--- src/hw/fsw_pkg.sv ---
// constants and types for the flash status and write-protect block
// assumes a single core clock domain; serial pins are synchronised by the user module
package fsw_pkg;
    // status byte layout
    localparam int STAT_W = 8;
    localparam int BIT_BUSY = 0;
    localparam int BIT_WEL = 1;
    localparam int BIT_BP_LO = 2;
    localparam int BIT_BP_HI = 4;
    localparam int BIT_LOCK = 7;
    localparam logic [STAT_W-1:0] STAT_RESET = 8'h00;
    localparam logic [1:0] RSVD_BITS = 2'h0;

    // command codes
    localparam logic [7:0] OP_WRITE_ENABLE_CMD = 8'h06;
    localparam logic [7:0] OP_WRITE_DISABLE_CMD = 8'h04;
    localparam logic [7:0] OP_READ_STATUS_CMD = 8'h05;
    localparam logic [7:0] OP_WRITE_STATUS_CMD = 8'h01;
    localparam logic [7:0] OP_PROG = 8'h02;
    localparam logic [7:0] OP_SECT_A = 8'hD7;
    localparam logic [7:0] OP_SECT_B = 8'h20;
    localparam logic [7:0] OP_BLOCK = 8'hD8;
    localparam logic [7:0] OP_CHIP_A = 8'hC7;
    localparam logic [7:0] OP_CHIP_B = 8'h60;

    // least byte counts per command frame, and the byte counter ceiling
    localparam logic [2:0] LEN_ONE = 3'h1;
    localparam logic [2:0] LEN_WRITE_STATUS_CMD = 3'h2;
    localparam logic [2:0] LEN_ERASE = 3'h4;
    localparam logic [2:0] LEN_PROG = 3'h5;
    localparam logic [2:0] LEN_MAX = 3'h7;

    // timing
    localparam int CLK_MHZ = 40;
    localparam int T_PROG_US = 2000;
    localparam int T_ERASE_US = 10000;
    localparam int T_WRITE_STATUS_CMD_US = 10;
    localparam int PROG_CYC = T_PROG_US * CLK_MHZ;
    localparam int ERASE_CYC = T_ERASE_US * CLK_MHZ;
    localparam int WRITE_STATUS_CMD_CYC = T_WRITE_STATUS_CMD_US * CLK_MHZ;
    localparam int CNT_W = 24;

    localparam int ADDR_W_MAX = 24;
    localparam int ADDR_W_DEF = 18;

    typedef enum logic [2:0] {
        OPK_NONE = 3'b000,
        OPK_WRITE_STATUS_CMD = 3'b001,
        OPK_PROG = 3'b010,
        OPK_SECT = 3'b011,
        OPK_BLOCK = 3'b100,
        OPK_CHIP = 3'b101
    } fsw_op_e;

    typedef enum logic {
        ST_READY = 1'b0,
        ST_BUSY = 1'b1
    } fsw_st_e;

    typedef struct packed {
        logic lock;
        logic [2:0] bp;
    } fsw_prot_s;

    typedef struct packed {
        fsw_op_e kind;
        logic [ADDR_W_MAX-1:0] addr;
    } fsw_req_s;
endpackage : fsw_pkg

--- src/hw/fsw_status_protect.sv ---
// status register, write-enable latch and block protection of a serial flash
// assumes spi pins arrive asynchronously and an array core acts on array_start_q
// Operation
// - protect and lock bits change only when a status write executes.
// - protect and lock bits start at zero.
// - protect and lock bits survive power cycles; only status writes alter them.
// - read-status returns the whole status byte.
// - bit 0 is a read-only busy flag during program, erase or status write.
// - bit 1 is the write-enable latch; writes refused while it is zero.
// - write-enable command sets the latch.
// - write-disable command clears the latch.
// - latch clears when any write operation completes.
// - bits 2..3 select a region; program or erase inside it refused.
// - chip erase runs only with all protect bits zero.
// - lock set and protect pin low make status writes ignored.
// - lock set and protect pin high still allow status writes.
// - lock clear leaves status writable whatever the protect pin.
// - program, erase, status write ignored unless clock count is multiple of eight.
// - bits shift in msb first, latched on the rising serial clock.
// - lower protect bits: none, upper quarter, upper half, whole array.
`timescale 1ns/1ps
module fsw_status_protect #(
    parameter int ADDR_W = fsw_pkg::ADDR_W_DEF,
    parameter int PROG_CYCLES = fsw_pkg::PROG_CYC,
    parameter int ERASE_CYCLES = fsw_pkg::ERASE_CYC,
    parameter int WRITE_STATUS_CMD_CYCLES = fsw_pkg::WRITE_STATUS_CMD_CYC
) (
    // clock, reset, enable
    input wire logic core_clk,
    input wire logic rst,
    input wire logic ce,
    // power loss: volatile state cleared, protection kept
    input wire logic power_cycle,
    // serial pins
    input wire logic spi_cs_n,
    input wire logic spi_sck,
    input wire logic spi_si,
    input wire logic wp_n,
    output logic spi_so,
    output logic spi_so_oe,
    // array core
    output logic array_start_q,
    output fsw_pkg::fsw_req_s array_req_q
);
    // synchroniser: {wp_n, si, sck, cs_n}
    logic [3:0] s1_q, s1_d, s2_q, s2_d;
    logic [1:0] s3_q, s3_d;
    logic sck_rise, sck_fall, cs_rise, sel, si, wp_low;

    always_comb begin
        s1_d = {wp_n, spi_si, spi_sck, spi_cs_n};
        s2_d = s1_q;
        s3_d = s2_q[1:0];
    end

    always_ff @(posedge core_clk) begin
        if (rst) begin
            s1_q <= 4'h1;
            s2_q <= 4'h1;
            s3_q <= 2'h1;
        end else if (ce) begin
            s1_q <= s1_d;
            s2_q <= s2_d;
            s3_q <= s3_d;
        end
    end

    // edges compare the second stage with the third
    assign sck_rise = s2_q[1] & ~s3_q[1];
    assign sck_fall = ~s2_q[1] & s3_q[1];
    assign cs_rise = s2_q[0] & ~s3_q[0];
    assign sel = ~s2_q[0];
    assign si = s2_q[2];
    assign wp_low = ~s2_q[3];

    // frame capture
    logic [2:0] bit_cnt_q, bit_cnt_d, byte_cnt_q, byte_cnt_d;
    logic [7:0] shift_q, shift_d, cmd_q, cmd_d, data_q, data_d;
    logic [fsw_pkg::ADDR_W_MAX-1:0] addr_q, addr_d;
    logic [7:0] in_byte;

    always_comb begin
        in_byte = {shift_q[6:0], si};
        bit_cnt_d = bit_cnt_q;
        byte_cnt_d = byte_cnt_q;
        shift_d = shift_q;
        cmd_d = cmd_q;
        data_d = data_q;
        addr_d = addr_q;
        if (!sel || power_cycle) begin
            bit_cnt_d = 3'h0;
            byte_cnt_d = 3'h0;
        end else if (sck_rise) begin
            shift_d = in_byte;
            bit_cnt_d = bit_cnt_q + 3'h1;
            if (bit_cnt_q == 3'h7) begin
                if (byte_cnt_q != fsw_pkg::LEN_MAX) begin
                    byte_cnt_d = byte_cnt_q + 3'h1;
                end
                case (byte_cnt_q)
                    3'h0: cmd_d = in_byte;
                    3'h1: begin
                        data_d = in_byte;
                        addr_d[23:16] = in_byte;
                    end
                    3'h2: addr_d[15:8] = in_byte;
                    3'h3: addr_d[7:0] = in_byte;
                    default: ;
                endcase
            end
        end
    end

    always_ff @(posedge core_clk) begin
        if (rst) begin
            bit_cnt_q <= 3'h0;
            byte_cnt_q <= 3'h0;
            shift_q <= 8'h00;
            cmd_q <= 8'h00;
            data_q <= 8'h00;
            addr_q <= 24'h000000;
        end else if (ce) begin
            bit_cnt_q <= bit_cnt_d;
            byte_cnt_q <= byte_cnt_d;
            shift_q <= shift_d;
            cmd_q <= cmd_d;
            data_q <= data_d;
            addr_q <= addr_d;
        end
    end

    // status and protection state
    fsw_pkg::fsw_prot_s prot_q, prot_d;
    fsw_pkg::fsw_st_e st_q, st_d;
    fsw_pkg::fsw_op_e kind;
    logic wel_q, wel_d, start_q, start_d, op_done;
    logic [fsw_pkg::CNT_W-1:0] cnt_q, cnt_d, load_cyc;
    fsw_pkg::fsw_req_s req_q, req_d;
    logic [fsw_pkg::STAT_W-1:0] status;
    logic busy, full, wr_ok, hit, is_sect, is_chip, locked;
    logic write_enable_cmd_go, write_disable_cmd_go, write_status_cmd_go, prog_go, sect_go, block_go, chip_go, any_go;

    // region test, sized for the configured ADDR_W density
    function automatic logic prot_hit(input logic [1:0] bp, input logic [ADDR_W-1:0] a);
        case (bp)
            2'b01: prot_hit = a[ADDR_W-1] & a[ADDR_W-2];
            2'b10: prot_hit = a[ADDR_W-1];
            2'b11: prot_hit = 1'b1;
            default: prot_hit = 1'b0;
        endcase
    endfunction : prot_hit

    assign busy = (st_q == fsw_pkg::ST_BUSY);
    assign status = {prot_q.lock, fsw_pkg::RSVD_BITS, prot_q.bp, wel_q, busy};
    assign full = (bit_cnt_q == 3'h0);
    assign wr_ok = full & wel_q & ~busy;
    assign hit = prot_hit(prot_q.bp[1:0], addr_q[ADDR_W-1:0]);
    assign is_sect = (cmd_q == fsw_pkg::OP_SECT_A) | (cmd_q == fsw_pkg::OP_SECT_B);
    assign is_chip = (cmd_q == fsw_pkg::OP_CHIP_A) | (cmd_q == fsw_pkg::OP_CHIP_B);
    // pin low only protects while the lock bit is set
    assign locked = prot_q.lock & wp_low;
    assign write_enable_cmd_go = cs_rise & full & ~busy & (byte_cnt_q >= fsw_pkg::LEN_ONE) & (cmd_q == fsw_pkg::OP_WRITE_ENABLE_CMD);
    assign write_disable_cmd_go = cs_rise & full & ~busy & (byte_cnt_q >= fsw_pkg::LEN_ONE) & (cmd_q == fsw_pkg::OP_WRITE_DISABLE_CMD);
    assign write_status_cmd_go = cs_rise & wr_ok & ~locked & (byte_cnt_q >= fsw_pkg::LEN_WRITE_STATUS_CMD)
                     & (cmd_q == fsw_pkg::OP_WRITE_STATUS_CMD);
    assign prog_go = cs_rise & wr_ok & ~hit & (byte_cnt_q >= fsw_pkg::LEN_PROG) & (cmd_q == fsw_pkg::OP_PROG);
    assign sect_go = cs_rise & wr_ok & ~hit & (byte_cnt_q >= fsw_pkg::LEN_ERASE) & is_sect;
    assign block_go = cs_rise & wr_ok & ~hit & (byte_cnt_q >= fsw_pkg::LEN_ERASE)
                      & (cmd_q == fsw_pkg::OP_BLOCK);
    assign chip_go = cs_rise & wr_ok & (byte_cnt_q >= fsw_pkg::LEN_ONE) & is_chip
                     & (prot_q.bp == 3'h0);
    assign any_go = write_status_cmd_go | prog_go | sect_go | block_go | chip_go;
    assign op_done = busy & (cnt_q == '0);

    always_comb begin
        kind = fsw_pkg::OPK_NONE;
        load_cyc = fsw_pkg::CNT_W'(WRITE_STATUS_CMD_CYCLES - 1);
        if (write_status_cmd_go) begin
            kind = fsw_pkg::OPK_WRITE_STATUS_CMD;
        end else if (prog_go) begin
            kind = fsw_pkg::OPK_PROG;
            load_cyc = fsw_pkg::CNT_W'(PROG_CYCLES - 1);
        end else if (sect_go) begin
            kind = fsw_pkg::OPK_SECT;
            load_cyc = fsw_pkg::CNT_W'(ERASE_CYCLES - 1);
        end else if (block_go) begin
            kind = fsw_pkg::OPK_BLOCK;
            load_cyc = fsw_pkg::CNT_W'(ERASE_CYCLES - 1);
        end else if (chip_go) begin
            kind = fsw_pkg::OPK_CHIP;
            load_cyc = fsw_pkg::CNT_W'(ERASE_CYCLES - 1);
        end
        prot_d = prot_q;
        wel_d = wel_q;
        st_d = st_q;
        cnt_d = cnt_q;
        req_d = req_q;
        start_d = 1'b0;
        if (power_cycle) begin
            // protection bits are kept through power loss
            wel_d = 1'b0;
            st_d = fsw_pkg::ST_READY;
            cnt_d = '0;
        end else begin
            if (write_enable_cmd_go) begin
                wel_d = 1'b1;
            end
            if (write_disable_cmd_go) begin
                wel_d = 1'b0;
            end
            if (write_status_cmd_go) begin
                prot_d.lock = data_q[fsw_pkg::BIT_LOCK];
                prot_d.bp = data_q[fsw_pkg::BIT_BP_HI:fsw_pkg::BIT_BP_LO];
            end
            case (st_q)
                fsw_pkg::ST_READY: begin
                    if (any_go) begin
                        st_d = fsw_pkg::ST_BUSY;
                        cnt_d = load_cyc;
                        req_d.kind = kind;
                        req_d.addr = addr_q;
                        start_d = ~write_status_cmd_go;
                    end
                end
                fsw_pkg::ST_BUSY: begin
                    if (op_done) begin
                        st_d = fsw_pkg::ST_READY;
                        wel_d = 1'b0;
                    end else begin
                        cnt_d = cnt_q - 1'b1;
                    end
                end
                default: st_d = fsw_pkg::ST_READY;
            endcase
        end
    end

    always_ff @(posedge core_clk) begin
        if (rst) begin
            prot_q <= '0;
            wel_q <= 1'b0;
            st_q <= fsw_pkg::ST_READY;
            cnt_q <= '0;
            req_q <= '0;
            start_q <= 1'b0;
        end else if (ce) begin
            prot_q <= prot_d;
            wel_q <= wel_d;
            st_q <= st_d;
            cnt_q <= cnt_d;
            req_q <= req_d;
            start_q <= start_d;
        end
    end

    assign array_start_q = start_q;
    assign array_req_q = req_q;

    // status readout, repeats while the host keeps clocking
    logic [2:0] oidx_q, oidx_d;
    logic [7:0] snap_q, snap_d;
    logic so_q, so_d, oe_q, oe_d, rd_act;

    assign rd_act = sel & (byte_cnt_q >= fsw_pkg::LEN_ONE) & (cmd_q == fsw_pkg::OP_READ_STATUS_CMD);

    always_comb begin
        oidx_d = oidx_q;
        snap_d = snap_q;
        so_d = so_q;
        oe_d = rd_act;
        if (!rd_act) begin
            oidx_d = 3'h0;
            so_d = 1'b0;
        end else if (sck_fall) begin
            oidx_d = oidx_q + 3'h1;
            if (oidx_q == 3'h0) begin
                // snapshot per byte so a busy change cannot tear it
                snap_d = status;
                so_d = status[fsw_pkg::STAT_W-1];
            end else begin
                so_d = snap_q[~oidx_q];
            end
        end
    end

    always_ff @(posedge core_clk) begin
        if (rst) begin
            oidx_q <= 3'h0;
            snap_q <= fsw_pkg::STAT_RESET;
            so_q <= 1'b0;
            oe_q <= 1'b0;
        end else if (ce) begin
            oidx_q <= oidx_d;
            snap_q <= snap_d;
            so_q <= so_d;
            oe_q <= oe_d;
        end
    end

    assign spi_so = so_q;
    assign spi_so_oe = oe_q;
endmodule : fsw_status_protect

--- config.mk ---
export PLATFORM = sky130hd
export DESIGN_NAME = fsw_status_protect
export DESIGN_NICKNAME = d
export VERILOG_FILES = /design/src/hw/fsw_pkg.sv /design/src/hw/fsw_status_protect.sv
export SDC_FILE = /design/constraint.sdc
export NUM_CORES = 1
export LEC_CHECK = 0
export BUFFER_PORTS_ARGS = -buffer_cell sky130_fd_sc_hd__buf_4
export CORE_ASPECT_RATIO = 0.7
export CORE_MARGIN = 2
export CORE_UTILIZATION = 46
export CTS_BUF_LIST = sky130_fd_sc_hd__clkbuf_8
export CTS_CLUSTER_SIZE = 25
export DETAILED_ROUTE_END_ITERATION = 10
export HOLD_SLACK_MARGIN = 0.03
export PLACE_DENSITY = 0.72
export SYNTH_ARGS = -nofsm -noshare
export SYNTH_HDL_FRONTEND = slang
export SYNTH_SLANG_ARGS = --single-unit
--- constraint.sdc ---
create_clock -name core_clk -period 2.66 [get_ports core_clk]
set_input_delay 0.532 -clock core_clk [delete_from_list [all_inputs] [get_ports core_clk]]
set_output_delay 0.532 -clock core_clk [all_outputs]
set_load 0.1 [all_outputs]
==> reports/qor.yml <==
wl_per_cell_um: 16.9
maxSlewViolCount: 0
maxSlewHeadroom_pct: 45.8
num_rows: 34
dp.cells: 833
critical_path.cell_chain: "or4b_4 > or2_4 > o311ai_4 > nor4_4 > buf_4 > or2_1 > o221a_1"
routed_wl_um: 14700
synth_edf_count: 0
path_clk_slew_ns: 0.08
tightest_slew_ns: 0.808
yosysTopAreaCell: "dfxtp_1"
grt_pass1_vias: 4872
clock_sinks: 124
start_util_pct: 46.8
nNetsFinal: 714
cp_slowest_cell: "or4b_4"
critPathBufInv: 1
hp-start: "spi_cs_n"
clk_latency_ns: 0.45
rsz0062_at_grt: "false"
finalClockSkew_ns: 0.0146
root_buffer: "clkbuf_8"
synthCells: 653
viasPerCell: 5.87
synth_warnings: 0
ys_types: 69
antenna_found_initial: 0
dp_slack_ns: 0.0282
hold_violations: 0
chipWidth_um: 138
wl_met2_um: 6380
synth_seq_cells: 124
drive_above_1_share_pct: 16.5
reg2reg_from: "cmd_q[1]$_SDFFE_PP0P_"
final_common_cell: "dfxtp_1"
cp.arrival_ns: 2.83
gp_congestion: 0.932
ys_seq_area_share_pct: 42.8
grt_usage_pct: 21.7
max-clock-path-buffers: 2
grt_pass1_wl_um: 24000
r2r.worst_path.cells: 7
drtIter0Drc: 446
design.die.area_mm2: 0.0135
first_pass_iters: 5
synth_area_leaders: "dfxtp_1, mux2i_1, nor2_1"
ant_nets: 0
cts_made_buffers: 17
via_count: 5102
mostFrequentLayoutCells: "dfxtp_1, nor2_1, buf_4"
antenna_cells: 0
drc: 0
route.met3.wl_um: 995
hold_slack_ns: 0.319
start_kind: "register"
syn2layout_area_growth_pct: 15.3
power_leakage_nw: 2.57
synth_area_mm2: 0.00580
critPathMaxFanout: 9
hold_end: "s1_q[0]$_SDFFE_PP1P_"
power_density_mw_per_mm2: 556
ir_worst_vdd_uv: 403
grt_max_degree: 54
rr_endpoint: "cnt_q[6]$_SDFFE_PP0P_"
synth-main-ff-cell: "dfxtp_1"
io_pins: 38
m1WireLength_um: 7070
crit_type: "register to register"
endpoint_kind: "register"
htreeDepth: 4
min_path_type: "input port to register"
synth_nets: 673
portBuffers: 37
final.period_utilization_pct: 94.0
cap_violations: 0
dpl.hpwl_um: 10200
post-route-min-period_ns: 2.50
critPathMaxStageDelay_ns: 0.56
top_layer_used: "met4"
stdcell_count: 869
fmax_mhz: 400
cts_tree: "done"
async_flop_share_pct: 0
required_ns: 2.99
setup_viol: 0
die_y_um: 97.9
avgSynthCellArea_um2: 8.88
synth.top_cell.area_share_pct: 42.8
whs_path_depth: 3
grt_overflow: 0
tns_ns: 0
core_mm2: 0.0124
status: "complete, no violations"
path_delay_family: "simple AND/OR/NAND/NOR gates"
rrSetupSlack_ns: 0.16
worst_slack_ns: 0.160
-- worst max-delay path by stage --
stage	start	to	slack (ns)	cells after the start
detailed placement	cmd_q[5]$_SDFFE_PP0P_	cnt_q[8]$_SDFFE_PP0P_	0.03	6
CTS	cmd_q[5]$_SDFFE_PP0P_	cnt_q[8]$_SDFFE_PP0P_	0.05	6
global route	byte_cnt_q[1]$_SDFFE_PP0P_	cnt_q[9]$_SDFFE_PP0P_	0.06	10
floorplan	ce	cnt_q[10]$_SDFFE_PP0P_	0.39	6
global placement	cmd_q[1]$_SDFFE_PP0P_	cnt_q[8]$_SDFFE_PP0P_	0.17	6
finish	cmd_q[1]$_SDFFE_PP0P_	cnt_q[6]$_SDFFE_PP0P_	0.16	7
-- synth_stat cells (all sizes together), types with 9 or more instances --
library cell / number
a21oi: 48
nand3: 37
buf: 14
inv: 23
ha: 12
nor2: 86
nor3: 28
nor4: 9
o21ai: 40
nand2: 25
dfxtp: 124
mux2i: 57
clkbuf: 27
a31oi: 18
-- through the flow --
stage          util [%]  area [um2]  power [mW]
2_1_floorplan         -        5800        2.06
3_3_place_gp       50.5        6250        2.10
5_1_grt            54.0        6690        3.86
3_5_place_dp       50.5        6250        2.11
6_report           54.0        6690        3.72
4_1_cts            53.6        6640        3.73
-- worst register-to-register path, delay by kind of cell (launching register included) --
kind,cells,cell delay [ns]
AND/OR/NAND/NOR,4,1.22
AO/OA/AOI/OAI,2,0.62
buffers and inverters,1,0.17
flip-flops,1,0.38
-- power breakdown --
group	internal (mW)	switching, mW	leakage [nW]	total (mW)
registers	1.87	0.0141	1.00	1.88
clock network	0.856	0.788	0.197	1.64
logic	0.0630	0.130	1.37	0.193
total	2.79	0.932	2.57	3.72
-- cell families after synthesis --
logic type                 after synthesis  synth area share (%)
AOI/OAI and AO/OA                      155                  17.5
xor gates and xnor gates                 1                 0.151
adders and majority gates               12                  2.59
buffers and inverters                   64                  5.09
DFF                                    124                  42.8
muxes                                   58                  10.2
and+or+nand+nor                        239                  21.6
-- routing by layer --
metal	GRT usage, %	up-vias
li1	-	2474
met1	30.3	2420
met2	32.8	183
met3	6.28	25
met4	6.67	0
met5	0	-
-- area by class of cell --
cell class	instances	area, um2
clock buffers	18	248
clock inverters	14	145
fillers	1105	5690
inverters	23	86.3
multi-input cells	465	3040
flip-flops and latches	124	2480
well taps	162	203
repair buffers	63	485
-- state kept, by name (all words and copies together), names as in the netlist, 3 cells and up --
| name | cells |
|---|---|
| array_req_q | 27 |
| addr_q | 24 |
| cnt_q | 24 |
| cmd_q | 8 |
| shift_q | 7 |
| snap_q | 6 |
| prot_q | 4 |
| s1_q | 4 |
| s2_q | 4 |
| bit_cnt_q | 3 |
| byte_cnt_q | 3 |
| oidx_q | 3 |
-- repair_timing --
item	4_1_cts	5_1_grt
hold buffers	0	0
resized for setup	0	2
endpoints found under the setup margin	0	23
buffers inserted	0	4
Power figures use the tool's default switching activity.
